$ cat src/tlc_pkg.sv
`default_nettype none
package tlc_pkg;
  // Clock
  localparam int unsigned CLK_HZ = 20_000_000;
  localparam int unsigned CLK_NS = 50;
  localparam int unsigned BIT_NS = 100;
  // Timing in printed units and derived cycle counts
  localparam int unsigned LP_WIDTH_NS = 100;
  localparam int unsigned LP_WIDTH_CYC = LP_WIDTH_NS / CLK_NS;
  localparam int unsigned LP_PERIOD_MS = 16;
  localparam int unsigned LP_PERIOD_CYC = LP_PERIOD_MS * (CLK_HZ / 1000);
  localparam int unsigned JAB_MS = 26;
  localparam int unsigned JAB_CYC = JAB_MS * (CLK_HZ / 1000);
  localparam int unsigned UNJAB_MS = 750;
  localparam int unsigned UNJAB_CYC = UNJAB_MS * (CLK_HZ / 1000);
  localparam int unsigned LINK_LOSS_MS = 100;
  localparam int unsigned LINK_LOSS_CYC = LINK_LOSS_MS * (CLK_HZ / 1000);
  localparam int unsigned HB_DELAY_NS = 1000;
  localparam int unsigned HB_DELAY_CYC = HB_DELAY_NS / CLK_NS;
  localparam int unsigned SQE_BITS = 10;
  localparam int unsigned SQE_CYC = SQE_BITS * BIT_NS / CLK_NS;
  localparam int unsigned COL_BITS = 7;
  localparam int unsigned COL_CYC = (COL_BITS * BIT_NS + CLK_NS - 1) / CLK_NS;
  // Polarity thresholds
  localparam logic [2:0] POL_LP_COUNT = 3'h7;
  localparam logic [2:0] POL_EOP_COUNT = 3'h3;
  // Register byte offsets
  localparam logic [7:0] CTRL_OFF = 8'h00;
  localparam logic [7:0] STAT_OFF = 8'h04;
  localparam logic [7:0] INT_STAT_OFF = 8'h08;
  localparam logic [7:0] INT_MASK_OFF = 8'h0C;
  localparam logic [7:0] LOOPBACK_BYPASS_ERR_OFF = 8'h18;
  localparam logic [7:0] TENMEG_CONFIG_OFF = 8'h1C;
  // Field positions
  localparam int unsigned CTRL_FDX_BIT = 0;
  localparam int unsigned CTRL_HB_BIT = 1;
  localparam int unsigned CTRL_LIDIS_BIT = 2;
  localparam int unsigned LPBK_BIT = 11;
  localparam int unsigned CFG_LSS_BIT = 2;
  localparam int unsigned CFG_CABLE_BIT = 3;
  // Reset values
  localparam logic [2:0] CTRL_RST = 3'h2;
  localparam logic [3:0] INT_MASK_RST = 4'h0;
  // Bus responses
  localparam logic [1:0] RESP_OKAY = 2'h0;
  localparam logic [1:0] RESP_SLVERR = 2'h2;
  // MII transmit and line-side inputs, raw and after synchronisation
  typedef struct packed {
    logic tx_en;
    logic txd;
    logic rx_act;
    logic rxd;
    logic lp;
    logic lp_inv;
    logic eop;
    logic eop_inv;
  } tlc_line_in_type;
endpackage : tlc_pkg
`default_nettype wire

$ cat src/tlc_link_ctrl.sv
// The implementer's own choices: the AXI4-Lite register port and the placing of the registers.
`default_nettype none
module tlc_link_ctrl #(
  parameter int unsigned LP_PERIOD = tlc_pkg::LP_PERIOD_CYC,
  parameter int unsigned JAB_LIMIT = tlc_pkg::JAB_CYC,
  parameter int unsigned UNJAB_LIMIT = tlc_pkg::UNJAB_CYC,
  parameter int unsigned LINK_LOSS = tlc_pkg::LINK_LOSS_CYC
) (
  // Clock and reset
  input wire logic aclk,
  input wire logic aresetn,
  // AXI4-Lite slave
  input wire logic [7:0] s_axi_awaddr,
  input wire logic s_axi_awvalid,
  output logic s_axi_awready,
  input wire logic [31:0] s_axi_wdata,
  input wire logic [3:0] s_axi_wstrb,
  input wire logic s_axi_wvalid,
  output logic s_axi_wready,
  output logic [1:0] s_axi_bresp,
  output logic s_axi_bvalid,
  input wire logic s_axi_bready,
  input wire logic [7:0] s_axi_araddr,
  input wire logic s_axi_arvalid,
  output logic s_axi_arready,
  output logic [31:0] s_axi_rdata,
  output logic [1:0] s_axi_rresp,
  output logic s_axi_rvalid,
  input wire logic s_axi_rready,
  // MII side
  input wire logic mii_tx_en,
  input wire logic mii_txd,
  output logic mii_col,
  output logic mii_rx_dv,
  output logic mii_rxd,
  // Receive front end
  input wire logic line_rx_act,
  input wire logic line_rxd,
  input wire logic line_lp,
  input wire logic line_lp_inv,
  input wire logic line_eop,
  input wire logic line_eop_inv,
  output logic low_squelch_select,
  output logic twisted_pair_rx_en,
  // Transmit pairs
  output logic unshielded_tx_pair_o,
  output logic unshielded_tx_pair_oe,
  output logic shielded_tx_pair_o,
  output logic shielded_tx_pair_oe,
  // Indicators and interrupt
  output logic led_tx,
  output logic led_rx,
  output logic link_indicator,
  output logic polarity_indicator,
  output logic led_col,
  output logic irq
);

  // Input synchroniser and edge history
  tlc_pkg::tlc_line_in_type raw_in;
  tlc_pkg::tlc_line_in_type sync1_reg;
  tlc_pkg::tlc_line_in_type s_reg;
  tlc_pkg::tlc_line_in_type prev_reg;

  assign raw_in = '{mii_tx_en, mii_txd, line_rx_act, line_rxd,
                    line_lp, line_lp_inv, line_eop, line_eop_inv};

  always_ff @(posedge aclk) begin
    sync1_reg <= raw_in;
    s_reg <= sync1_reg;
    prev_reg <= s_reg;
  end

  // Software registers
  logic [2:0] ctrl_reg;
  logic [3:0] int_mask_reg;
  logic [3:0] int_stat_reg;
  logic lpbk_reg;
  logic [1:0] cfg_reg;

  // Core state
  logic link_ok_reg;
  logic bad_pol_reg;
  logic jabbed_reg;
  logic [31:0] loss_cnt_reg;
  logic [31:0] lp_cnt_reg;
  logic [31:0] jab_cnt_reg;
  logic [31:0] unjab_cnt_reg;
  logic [7:0] hb_cnt_reg;
  logic [7:0] col_cnt_reg;
  logic [2:0] lpi_cnt_reg;
  logic [2:0] eopi_cnt_reg;

  // Mode decode
  wire fdx = ctrl_reg[tlc_pkg::CTRL_FDX_BIT];
  wire hb_en = ctrl_reg[tlc_pkg::CTRL_HB_BIT];
  wire li_dis = ctrl_reg[tlc_pkg::CTRL_LIDIS_BIT];
  wire use_stp = cfg_reg[1];
  wire link_eff = link_ok_reg | li_dis | lpbk_reg;

  // Edge detection on synchronised line events
  wire lp_edge = s_reg.lp & ~prev_reg.lp;
  wire lpi_edge = s_reg.lp_inv & ~prev_reg.lp_inv;
  wire eop_edge = s_reg.eop & ~prev_reg.eop;
  wire eopi_edge = s_reg.eop_inv & ~prev_reg.eop_inv;
  wire tx_end = ~s_reg.tx_en & prev_reg.tx_en;

  // Link integrity: any pulse renews, silence drops link
  wire any_lp = lp_edge | lpi_edge;
  wire loss_hit = (loss_cnt_reg >= LINK_LOSS - 1);
  wire [31:0] loss_cnt_next = (any_lp | s_reg.rx_act | loss_hit) ? 32'h0
                              : loss_cnt_reg + 32'h1;
  wire link_ok_next = any_lp | (link_ok_reg & ~loss_hit);

  // Polarity detection
  wire [2:0] lpi_cnt_next = lp_edge ? 3'h0
                          : (lpi_edge & ~&lpi_cnt_reg) ? lpi_cnt_reg + 3'h1
                          : lpi_cnt_reg;
  wire [2:0] eopi_cnt_next = eop_edge ? 3'h0
                           : (eopi_edge & (eopi_cnt_reg != tlc_pkg::POL_EOP_COUNT))
                           ? eopi_cnt_reg + 3'h1 : eopi_cnt_reg;
  wire bad_pol_next = bad_pol_reg
                    | (lpi_cnt_next == tlc_pkg::POL_LP_COUNT)
                    | (eopi_cnt_next == tlc_pkg::POL_EOP_COUNT);

  // Jabber and unjab timers
  wire jab_hit = (jab_cnt_reg >= JAB_LIMIT - 1);
  wire unjab_hit = (unjab_cnt_reg >= UNJAB_LIMIT - 1);
  wire [31:0] jab_cnt_next = (s_reg.tx_en & ~jabbed_reg) ? jab_cnt_reg + 32'h1
                           : 32'h0;
  wire [31:0] unjab_cnt_next = (jabbed_reg & ~s_reg.tx_en) ? unjab_cnt_reg + 32'h1
                             : 32'h0;
  wire jabbed_next = jabbed_reg ? ~(unjab_hit & ~s_reg.tx_en)
                   : (s_reg.tx_en & jab_hit);

  // Transmit path and idle link pulses
  wire tx_ok = link_eff & ~jabbed_reg & ~lpbk_reg;
  wire tx_data_on = s_reg.tx_en & tx_ok;
  wire lp_wrap = (lp_cnt_reg >= LP_PERIOD - 1);
  wire [31:0] lp_cnt_next = (s_reg.tx_en | lp_wrap) ? 32'h0
                          : lp_cnt_reg + 32'h1;
  wire lp_on = ~s_reg.tx_en & (lp_cnt_reg >= LP_PERIOD - tlc_pkg::LP_WIDTH_CYC);
  wire drive = ~lpbk_reg & ~jabbed_reg & (tx_data_on | lp_on);
  wire line_bit = tx_data_on ? s_reg.txd : lp_on;

  // Receive path with loopback and polarity fix
  wire rx_act_eff = lpbk_reg ? s_reg.tx_en : (s_reg.rx_act & link_eff);
  wire rxd_eff = lpbk_reg ? s_reg.txd : (s_reg.rxd ^ bad_pol_reg);

  // Collision detection with seven-bit qualification
  wire col_cond = ~fdx & ~lpbk_reg & link_eff & s_reg.tx_en & s_reg.rx_act;
  wire [7:0] col_cnt_next = ~col_cond ? 8'h0
                          : (col_cnt_reg == 8'(tlc_pkg::COL_CYC)) ? col_cnt_reg
                          : col_cnt_reg + 8'h1;
  wire col_rep = col_cond & (col_cnt_reg == 8'(tlc_pkg::COL_CYC));
  wire col_start = col_cond & (col_cnt_reg == 8'(tlc_pkg::COL_CYC - 1));

  // Heartbeat: delay then signal quality error pulse
  wire [7:0] hb_last = 8'(tlc_pkg::HB_DELAY_CYC + tlc_pkg::SQE_CYC);
  wire [7:0] hb_cnt_next = (hb_cnt_reg != 8'h0) ? ((hb_cnt_reg == hb_last) ? 8'h0
                          : hb_cnt_reg + 8'h1)
                          : (tx_end & hb_en & ~fdx & ~lpbk_reg) ? 8'h1 : 8'h0;
  wire sqe_on = hb_cnt_reg > 8'(tlc_pkg::HB_DELAY_CYC);
  wire col_out = (col_rep | sqe_on) & ~fdx;

  // Interrupt events: link change, bad polarity, jabber, collision
  wire [3:0] events = {col_start, jabbed_next & ~jabbed_reg,
                       bad_pol_next & ~bad_pol_reg, link_ok_next ^ link_ok_reg};

  // Bus handshake state
  logic aw_full_reg;
  logic w_full_reg;
  logic [7:0] waddr_reg;
  logic [31:0] wdata_reg;
  logic [3:0] wstrb_reg;
  logic bvalid_reg;
  logic [1:0] bresp_reg;
  logic awready_reg;
  logic wready_reg;
  logic arready_reg;
  logic rvalid_reg;
  logic [31:0] rdata_reg;
  logic [1:0] rresp_reg;

  // Write channel acceptance
  wire aw_take = s_axi_awvalid & awready_reg;
  wire w_take = s_axi_wvalid & wready_reg;
  wire do_write = aw_full_reg & w_full_reg & ~bvalid_reg;
  wire aw_full_next = aw_take | (aw_full_reg & ~do_write);
  wire w_full_next = w_take | (w_full_reg & ~do_write);
  wire bvalid_next = do_write | (bvalid_reg & ~s_axi_bready);

  // Write address decode
  wire wr_ctrl = do_write & (waddr_reg == tlc_pkg::CTRL_OFF);
  wire wr_mask = do_write & (waddr_reg == tlc_pkg::INT_MASK_OFF);
  wire wr_lpbk = do_write & (waddr_reg == tlc_pkg::LOOPBACK_BYPASS_ERR_OFF);
  wire wr_cfg = do_write & (waddr_reg == tlc_pkg::TENMEG_CONFIG_OFF);
  wire wr_ro = do_write & ((waddr_reg == tlc_pkg::STAT_OFF)
                         | (waddr_reg == tlc_pkg::INT_STAT_OFF));
  wire wr_hit = wr_ctrl | wr_mask | wr_lpbk | wr_cfg | wr_ro;
  wire lo_en = wstrb_reg[0];
  wire [2:0] ctrl_next = (wr_ctrl & lo_en) ? wdata_reg[2:0] : ctrl_reg;
  wire [3:0] mask_next = (wr_mask & lo_en) ? wdata_reg[3:0] : int_mask_reg;
  wire lpbk_next = (wr_lpbk & wstrb_reg[1]) ? wdata_reg[tlc_pkg::LPBK_BIT]
                 : lpbk_reg;
  wire [1:0] cfg_next = (wr_cfg & lo_en)
                      ? {wdata_reg[tlc_pkg::CFG_CABLE_BIT], wdata_reg[tlc_pkg::CFG_LSS_BIT]}
                      : cfg_reg;

  // Read decode
  wire ar_take = s_axi_arvalid & arready_reg;
  wire rvalid_next = ar_take | (rvalid_reg & ~s_axi_rready);
  wire rd_ctrl = (s_axi_araddr == tlc_pkg::CTRL_OFF);
  wire rd_stat = (s_axi_araddr == tlc_pkg::STAT_OFF);
  wire rd_ist = (s_axi_araddr == tlc_pkg::INT_STAT_OFF);
  wire rd_mask = (s_axi_araddr == tlc_pkg::INT_MASK_OFF);
  wire rd_lpbk = (s_axi_araddr == tlc_pkg::LOOPBACK_BYPASS_ERR_OFF);
  wire rd_cfg = (s_axi_araddr == tlc_pkg::TENMEG_CONFIG_OFF);
  wire rd_hit = rd_ctrl | rd_stat | rd_ist | rd_mask | rd_lpbk | rd_cfg;
  wire [31:0] stat_word = {26'h0, rx_act_eff, tx_data_on, col_out,
                           jabbed_reg, bad_pol_reg, link_eff};
  wire [31:0] rd_word = rd_ctrl ? {29'h0, ctrl_reg}
                      : rd_stat ? stat_word
                      : rd_ist ? {28'h0, int_stat_reg}
                      : rd_mask ? {28'h0, int_mask_reg}
                      : rd_lpbk ? {20'h0, lpbk_reg, 11'h0}
                      : rd_cfg ? {28'h0, cfg_reg, 2'h0}
                      : 32'h0;

  // Sticky status, cleared by read, set wins
  wire rd_clr = ar_take & rd_ist;
  wire [3:0] int_stat_next = (rd_clr ? 4'h0 : int_stat_reg) | events;

  // Bus state update
  always_ff @(posedge aclk) begin
    if (!aresetn) begin
      aw_full_reg <= 1'b0;
      w_full_reg <= 1'b0;
      awready_reg <= 1'b0;
      wready_reg <= 1'b0;
      bvalid_reg <= 1'b0;
      bresp_reg <= tlc_pkg::RESP_OKAY;
      arready_reg <= 1'b0;
      rvalid_reg <= 1'b0;
      rdata_reg <= 32'h0;
      rresp_reg <= tlc_pkg::RESP_OKAY;
    end else begin
      aw_full_reg <= aw_full_next;
      w_full_reg <= w_full_next;
      awready_reg <= ~aw_full_next;
      wready_reg <= ~w_full_next;
      bvalid_reg <= bvalid_next;
      if (do_write) begin
        bresp_reg <= wr_hit ? tlc_pkg::RESP_OKAY : tlc_pkg::RESP_SLVERR;
      end
      arready_reg <= ~rvalid_next;
      rvalid_reg <= rvalid_next;
      if (ar_take) begin
        rdata_reg <= rd_word;
        rresp_reg <= rd_hit ? tlc_pkg::RESP_OKAY : tlc_pkg::RESP_SLVERR;
      end
    end
  end

  // Captured write address and data
  always_ff @(posedge aclk) begin
    if (aw_take) begin
      waddr_reg <= s_axi_awaddr;
    end
    if (w_take) begin
      wdata_reg <= s_axi_wdata;
      wstrb_reg <= s_axi_wstrb;
    end
  end

  // Software registers
  always_ff @(posedge aclk) begin
    if (!aresetn) begin
      ctrl_reg <= tlc_pkg::CTRL_RST;
      int_mask_reg <= tlc_pkg::INT_MASK_RST;
      int_stat_reg <= 4'h0;
      lpbk_reg <= 1'b0;
      cfg_reg <= 2'h0;
    end else begin
      ctrl_reg <= ctrl_next;
      int_mask_reg <= mask_next;
      int_stat_reg <= int_stat_next;
      lpbk_reg <= lpbk_next;
      cfg_reg <= cfg_next;
    end
  end

  // Link, polarity and jabber state
  always_ff @(posedge aclk) begin
    if (!aresetn) begin
      link_ok_reg <= 1'b0;
      loss_cnt_reg <= 32'h0;
      bad_pol_reg <= 1'b0;
      lpi_cnt_reg <= 3'h0;
      eopi_cnt_reg <= 3'h0;
      jabbed_reg <= 1'b0;
      jab_cnt_reg <= 32'h0;
      unjab_cnt_reg <= 32'h0;
    end else begin
      link_ok_reg <= link_ok_next;
      loss_cnt_reg <= loss_cnt_next;
      bad_pol_reg <= bad_pol_next;
      lpi_cnt_reg <= lpi_cnt_next;
      eopi_cnt_reg <= eopi_cnt_next;
      jabbed_reg <= jabbed_next;
      jab_cnt_reg <= jab_cnt_next;
      unjab_cnt_reg <= unjab_cnt_next;
    end
  end

  // Pulse, collision and heartbeat timers
  always_ff @(posedge aclk) begin
    if (!aresetn) begin
      lp_cnt_reg <= 32'h0;
      col_cnt_reg <= 8'h0;
      hb_cnt_reg <= 8'h0;
    end else begin
      lp_cnt_reg <= lp_cnt_next;
      col_cnt_reg <= col_cnt_next;
      hb_cnt_reg <= hb_cnt_next;
    end
  end

  // Registered pin and indicator outputs
  logic [16:2] out_reg;

  always_ff @(posedge aclk) begin
    if (!aresetn) begin
      out_reg <= 15'h0;
    end else begin
      out_reg <= {col_out, rx_act_eff, rxd_eff,
                  cfg_reg[0], ~lpbk_reg,
                  line_bit, drive & ~use_stp, line_bit, drive & use_stp,
                  tx_data_on, rx_act_eff, link_eff, bad_pol_reg, col_out,
                  |(int_stat_next & mask_next)};
    end
  end

  // Output assignment
  assign mii_col = out_reg[16];
  assign mii_rx_dv = out_reg[15];
  assign mii_rxd = out_reg[14];
  assign low_squelch_select = out_reg[13];
  assign twisted_pair_rx_en = out_reg[12];
  assign unshielded_tx_pair_o = out_reg[11];
  assign unshielded_tx_pair_oe = out_reg[10];
  assign shielded_tx_pair_o = out_reg[9];
  assign shielded_tx_pair_oe = out_reg[8];
  assign led_tx = out_reg[7];
  assign led_rx = out_reg[6];
  assign link_indicator = out_reg[5];
  assign polarity_indicator = out_reg[4];
  assign led_col = out_reg[3];
  assign irq = out_reg[2];
  assign s_axi_awready = awready_reg;
  assign s_axi_wready = wready_reg;
  assign s_axi_bvalid = bvalid_reg;
  assign s_axi_bresp = bresp_reg;
  assign s_axi_arready = arready_reg;
  assign s_axi_rvalid = rvalid_reg;
  assign s_axi_rdata = rdata_reg;
  assign s_axi_rresp = rresp_reg;

endmodule : tlc_link_ctrl
`default_nettype wire

$ cat config.mk
export PLATFORM = sky130hd
export DESIGN_NAME = tlc_link_ctrl
export DESIGN_NICKNAME = d
export VERILOG_FILES = /design/src/tlc_pkg.sv /design/src/tlc_link_ctrl.sv
export SDC_FILE = /design/constraint.sdc
export NUM_CORES = 1
export LEC_CHECK = 0
export BUFFER_PORTS_ARGS = -buffer_cell sky130_fd_sc_hd__buf_2
export CAP_MARGIN = 10
export CORE_UTILIZATION = 53
export CTS_CLUSTER_SIZE = 14
export DETAILED_ROUTE_END_ITERATION = 7
export PLACE_DENSITY = 0.74
export SYNTH_ARGS = -nofsm -noshare
export SYNTH_HDL_FRONTEND = slang
export SYNTH_SLANG_ARGS = --single-unit
export TNS_END_PERCENT = 30
$ cat constraint.sdc
create_clock -name aclk -period 3.5 [get_ports aclk]
set_input_delay 0.525 -clock aclk [delete_from_list [all_inputs] [get_ports aclk]]
set_output_delay 0.525 -clock aclk [all_outputs]
set_load 0.01 [all_outputs]
==> out/results.ini, run 1 <==
[status]
status=finished, final reports clean

[yosys]
seq_area_frac_synth_pct=52.2
syn-cell-area_um2=9150
synth_largest_area_cell=dfxtp_1
synth_top_area_share_pct=47.3
async_flop_share_pct=0
ys_warn_count=0
synth.area.top_cells=dfxtp_1 (47%), nor2_1 (6.9%), xor2_1 (6.3%)
synth-edff-count=15
synth_cell_types=66
synthCells=967
synth-seq-cells=231
dominantRegCellSynth=dfxtp_1
synth.avg_cell_area_um2=9.46

[finish]
layout_common_cells=dfxtp_1 (216), nor2_1 (167), xor2_1 (66), buf_2 (66), nand2_1 (65)
instances_no_fill=1300
fin_area_um2=10500
nNetsFinal=1141
multiInputGateArea_um2=4160
drive_gt1_share_pct=11.5
regArea_um2=4770
fin_util_pct=62.7
n_fill_cell=1438
layout_commonest_cell=dfxtp_1
area_delta_synth_final_pct=14.5

[drt]
dr.pass1.iters=5
routed_via_density=5.19
wirelength_um=17400
wl_per_cell_um=13.4
ant_nets=0
num_vias=6744
drtIter0Drc=496
remaining_drc_errors=0

[placed_design]
dp_hpwl_um=12000
placed_cell_area_um2=9640
portBuffers=66
gp_congestion=0.844
place_inst=1254

[clock_network]
clk_pin_slew_ps=60
ctsResizeCount=0
post_cts_buffers=0
cts_sinks=231
clk_latency_ps=510
ctsHoldBuffers=0
tritoncts=done
htree_levels=1
cts_buffer_depth=3
numCtsBuffers=24
cts-root-buf=clkbuf_16

[timing]
rsz0062_at_grt=false
finalCritPeriodShare_pct=65.0
fmax_ghz=0.440
timing.hold.ws_ps=110
tightest_slew_ps=1030
skew_ps=11.3
hold_viol=0
setup_tns_ps=0
fin_crit_ps=2280
relSlewSlack_pct=31.2
setup_viol=0
slew_violations=0

[critical_path]
criticalPathCategory=reg -> reg
cpMostUsedCell=ha_1
critPathRequiredTime_ps=3880
cp_slowest_stage_delay_ps=580
cp-start-kind=flop
worstPathCellList=ha_1 > ha_1 > nor3b_1 > mux2i_1 > a22oi_1 > o21ai_0 > nand3b_1 > o221ai_1
setup.worst_path.start=eopi_cnt_reg[0]
r2r_start=eopi_cnt_reg[0]
cp.arrival_ps=2650
crit_slowest_cell=nor3b_1
cp-end-kind=flop
crit_fanout=4

[floorplanning]
die_width_um=133
io_pins=123
die_area_um2=17800
chipHeight_um=133
coreArea_um2=16700
num_rows=47
start_util_pct=54.8

[grt]
antenna_found_initial=1
track_usage_pct=19.8
grt_max_degree=33
grt_pass1_wl_um=29100
grt_pass1_vias=6255
grt_overflow=0

[job]
drv_cap=0

[pwr]
p_leak_nw=3.96
power_density_nw_per_um2=527
vdd_drop_max_mv=0.471

[min_path]
hp-start=line_lp
hp-class=in -> reg

-- power by group --
part	total (mW)	switching (mW)	internal, mW
clock	2.62	1.04	1.58
sequential	2.74	0.0288	2.72
combinational	0.156	0.100	0.0556
-- worst paths after layout --
check / to / slack (ps) / cells past startpoint
min reg2reg: s_reg[0] / 320 / 0
max reg2reg: out_reg[2] / 1220 / 8
max: out_reg[2] / 1220 / 8
min: sync1_reg[3] / 110 / 1
-- critical path, delay by kind of cell (launching register included) --
kind	cells	cell delay [ps]
compound gates	3	540
fa+ha+maj	2	390
flops	1	350
mux	1	180
simple gates	2	680
-- metrics by stage --
stage	worst slack, ps	power, mW
after detailed placement	1110	2.96
final	1220	5.52
after floorplan	1580	2.91
after CTS	1230	5.56
after global routing	982	5.70
after global placement	1130	2.95
-- cell usage after synthesis, types with 3 or more instances --
cell type	number
nor2b_1	4
mux2i_1	14
a21oi_1	38
or3_1	10
nand4b_1	3
nand2b_1	8
buf_4	30
nand3_2	3
nor2_1	167
clkbuf_1	15
xnor2_1	35
inv_1	20
a22oi_1	3
nand3_1	58
o21ai_0	26
buf_2	6
and3_1	20
or4_1	3
and2_1	11
nand4_1	19
nand2_1	65
ha_1	14
nor4_1	17
nor3_1	18
nand3b_1	6
dfxtp_1	216
and4_1	6
a211oi_1	3
edfxtp_1	15
a31oi_1	4
xor2_1	66
nor3b_1	4
-- area by class of cell --
type                       count  share of cell area (%)
sequential                   231                    45.6
multi-input combinational    713                    39.7
clock buffer                  27                    5.94
timing repair buffer          69                    3.37
tap                          220                    2.63
clock inverter                17                    1.96
inverter                      21                   0.753
antenna                        2                  0.0478
-- logic make-up after synthesis --
logic type	count (synthesis)	synth area share (%)
mux	16	1.78
buf+inv	73	4.39
xor+xnor	101	9.67
flops	231	52.2
simple gates	436	23.8
other cells	1	0.0410
fa+ha+maj	14	1.91
compound gates	95	6.24
-- metal layers --
layer | vias up | GRT usage, % | routed length [µm]
met5 | - | 0 | 0
met4 | 0 | 7.13 | 569
met3 | 40 | 3.27 | 805
met2 | 146 | 32.6 | 8020
met1 | 3129 | 26.3 | 8010
li1 | 3429 | - | -
No activity file was read; power rests on OpenSTA's default activity.
==> inputs of run 2 (changes only) <==
--- a/config.mk
+++ b/config.mk
@@ -7,10 +7,10 @@
 export LEC_CHECK = 0
 export BUFFER_PORTS_ARGS = -buffer_cell sky130_fd_sc_hd__buf_2
 export CAP_MARGIN = 10
-export CORE_UTILIZATION = 53
+export CORE_UTILIZATION = 52
 export CTS_CLUSTER_SIZE = 14
 export DETAILED_ROUTE_END_ITERATION = 7
-export PLACE_DENSITY = 0.74
+export PLACE_DENSITY = 0.76
 export SYNTH_ARGS = -nofsm -noshare
 export SYNTH_HDL_FRONTEND = slang
 export SYNTH_SLANG_ARGS = --single-unit
==> constraint.sdc (replaced) <==
create_clock -name aclk -period 2 [get_ports aclk]
set_input_delay 0.3 -clock aclk [delete_from_list [all_inputs] [get_ports aclk]]
set_output_delay 0.3 -clock aclk [all_outputs]
set_load 0.01 [all_outputs]
==> run 2 against run 1 <==
Cell area up 4.7%. Global-route usage up 1.2 points. Critical path type unchanged. Highest routed layer unchanged. Utilization up 0.92 points. Register-to-register slack worse by 1200 ps. Largest power group unchanged.
==> out/results.ini, run 2 (synthesized netlist as in run 1, its figures left out) <==
[drt]
num_vias=6924  ; was 6744
ant_nets=0  ; unchanged
dr.pass1.iters=5  ; unchanged
wirelength_um=18900  ; was 17400 µm
wl_per_cell_um=14.0  ; was 13.4 µm
drtIter0Drc=287  ; was 496
routed_via_density=5.12  ; was 5.19
remaining_drc_errors=0  ; unchanged

[placed_design]
place_inst=1284  ; was 1254
dp_hpwl_um=12600  ; was 12000 µm
gp_congestion=0.876  ; was 0.844
placed_cell_area_um2=9850  ; was 9640 µm²
portBuffers=66  ; unchanged

[clock_network]
clk_pin_slew_ps=60  ; about the same
htree_levels=1  ; unchanged
cts-root-buf=clkbuf_16  ; unchanged
post_cts_buffers=0  ; unchanged
clk_latency_ps=530  ; was 510 ps
tritoncts=done  ; unchanged
numCtsBuffers=24  ; unchanged
cts_sinks=231  ; unchanged
cts_buffer_depth=3  ; unchanged

[status]
status=finished, final reports clean  ; unchanged

[timing]
hold_viol=0  ; unchanged
skew_ps=17.9  ; was 11.3 ps
fin_crit_ps=1930  ; was 2280 ps
setup_tns_ps=0  ; unchanged
setup_viol=0  ; unchanged
slew_violations=0  ; unchanged
rsz0062_at_grt=true  ; was false
relSlewSlack_pct=59.9  ; was 31.2%
fmax_ghz=0.518  ; was 0.440 GHz
tightest_slew_ps=596  ; was 1030 ps
finalCritPeriodShare_pct=96.6  ; was 65.0%

[finish]
layout_common_cells=dfxtp_1 (216), nor2_1 (167), xor2_1 (66), buf_2 (66), nand2_1 (63)  ; was dfxtp_1 (216), nor2_1 (167), xor2_1 (66), buf_2 (66), nand2_1 (65)
fin_area_um2=11000  ; was 10500 µm²
area_delta_synth_final_pct=19.9  ; was 14.5%
drive_gt1_share_pct=14.1  ; was 11.5%
nNetsFinal=1189  ; was 1141
instances_no_fill=1352  ; was 1300
layout_commonest_cell=dfxtp_1  ; unchanged

[pwr]
p_leak_nw=4.23  ; was 3.96 nW
power_density_nw_per_um2=892  ; was 527 nW/µm²
vdd_drop_max_mv=0.767  ; was 0.471 mV
total_power_mw=9.78  ; was 5.52 mW

[critical_path]
crit_fanout=4  ; unchanged
cp-end-kind=flop  ; unchanged
cp.arrival_ps=2330  ; was 2650 ps
critPathRequiredTime_ps=2400  ; was 3880 ps
cp-start-kind=flop  ; unchanged
criticalPathCategory=reg -> reg  ; unchanged

[floorplanning]
num_rows=48  ; was 47
io_pins=123  ; unchanged
chipHeight_um=135  ; was 133 µm
die_width_um=135  ; was 133 µm
coreArea_um2=17200  ; was 16700 µm²
die_area_um2=18100  ; was 17800 µm²
start_util_pct=53.1  ; was 54.8%

[grt]
track_usage_pct=21.0  ; was 19.8%
grt_pass1_wl_um=30900  ; was 29100 µm
grt_max_degree=33  ; unchanged
antenna_found_initial=1  ; unchanged
grt_pass1_vias=6603  ; was 6255
grt_overflow=0  ; unchanged

[min_path]
hp-class=in -> reg  ; unchanged

[job]
drv_cap=0  ; unchanged

==> run 2: metal layers <==
layer | part of all wire (%) | track usage [%] | vias to the layer above
met5 | 0 | 0 | -
met4 | 2.9 | 8.11 | 0
met3 | 3.8 | 3.27 | 33
met2 | 48 | 36.5 | 148
met1 | 45 | 26.2 | 3216
li1 | - | - | 3527
==> run 2: layout make-up <==
cell class	instances	area (µm²)
Timing Repair Buffer	117	783
Sequential cell	231	4770
Multi-Input combinational cell	713	4200
Clock inverter	10	131
Fill cell	1377	6270
Antenna cell	1	2.50
Tap cell	225	282
Clock buffer	34	719
Inverter	21	78.8
==> run 2: worst paths after layout <==
check                                   from      endpoint  slack (ps)  cells past startpoint
worst max-delay path            waddr_reg[0]    out_reg[2]          70                      6
worst min-delay path            s_axi_bready  s_axi_bvalid          40                      3
worst max register to register  waddr_reg[0]    out_reg[2]          70                      6
worst min register to register  sync1_reg[5]      s_reg[5]         330                      0
==> run 2: repair_timing <==
item	in CTS	in global routing
resized for setup	0	9
hold endpoints to repair	23	0
setup endpoints to repair	0	16
hold buffers	23	0
==> run 2: worst max-delay path, cell delays in order (launching register included) <==
cell      delay [ps]
edfxtp_1         370
or4_4            560
nor3_4           230
nand2_2          140
mux2i_1          220
o22a_1           180
o221ai_1         110
==> run 2: per-stage QoR <==
stage          util, %  hold WS, ps  worst slack (ps)
6_report          63.6         38.1              68.7
5_1_grt           63.6         56.2             -12.8
4_1_cts           63.4         44.2              34.8
3_5_place_dp      57.1          320              63.5
3_3_place_gp      57.1          311              94.7
2_1_floorplan        -          310              75.1
==> run 2: power breakdown <==
| part | internal, mW | switching [mW] |
|---|---|---|
| Clock | 2.79 | 1.85 |
| Combinational | 0.142 | 0.196 |
| Sequential | 4.75 | 0.0484 |
| Total | 7.68 | 2.10 |
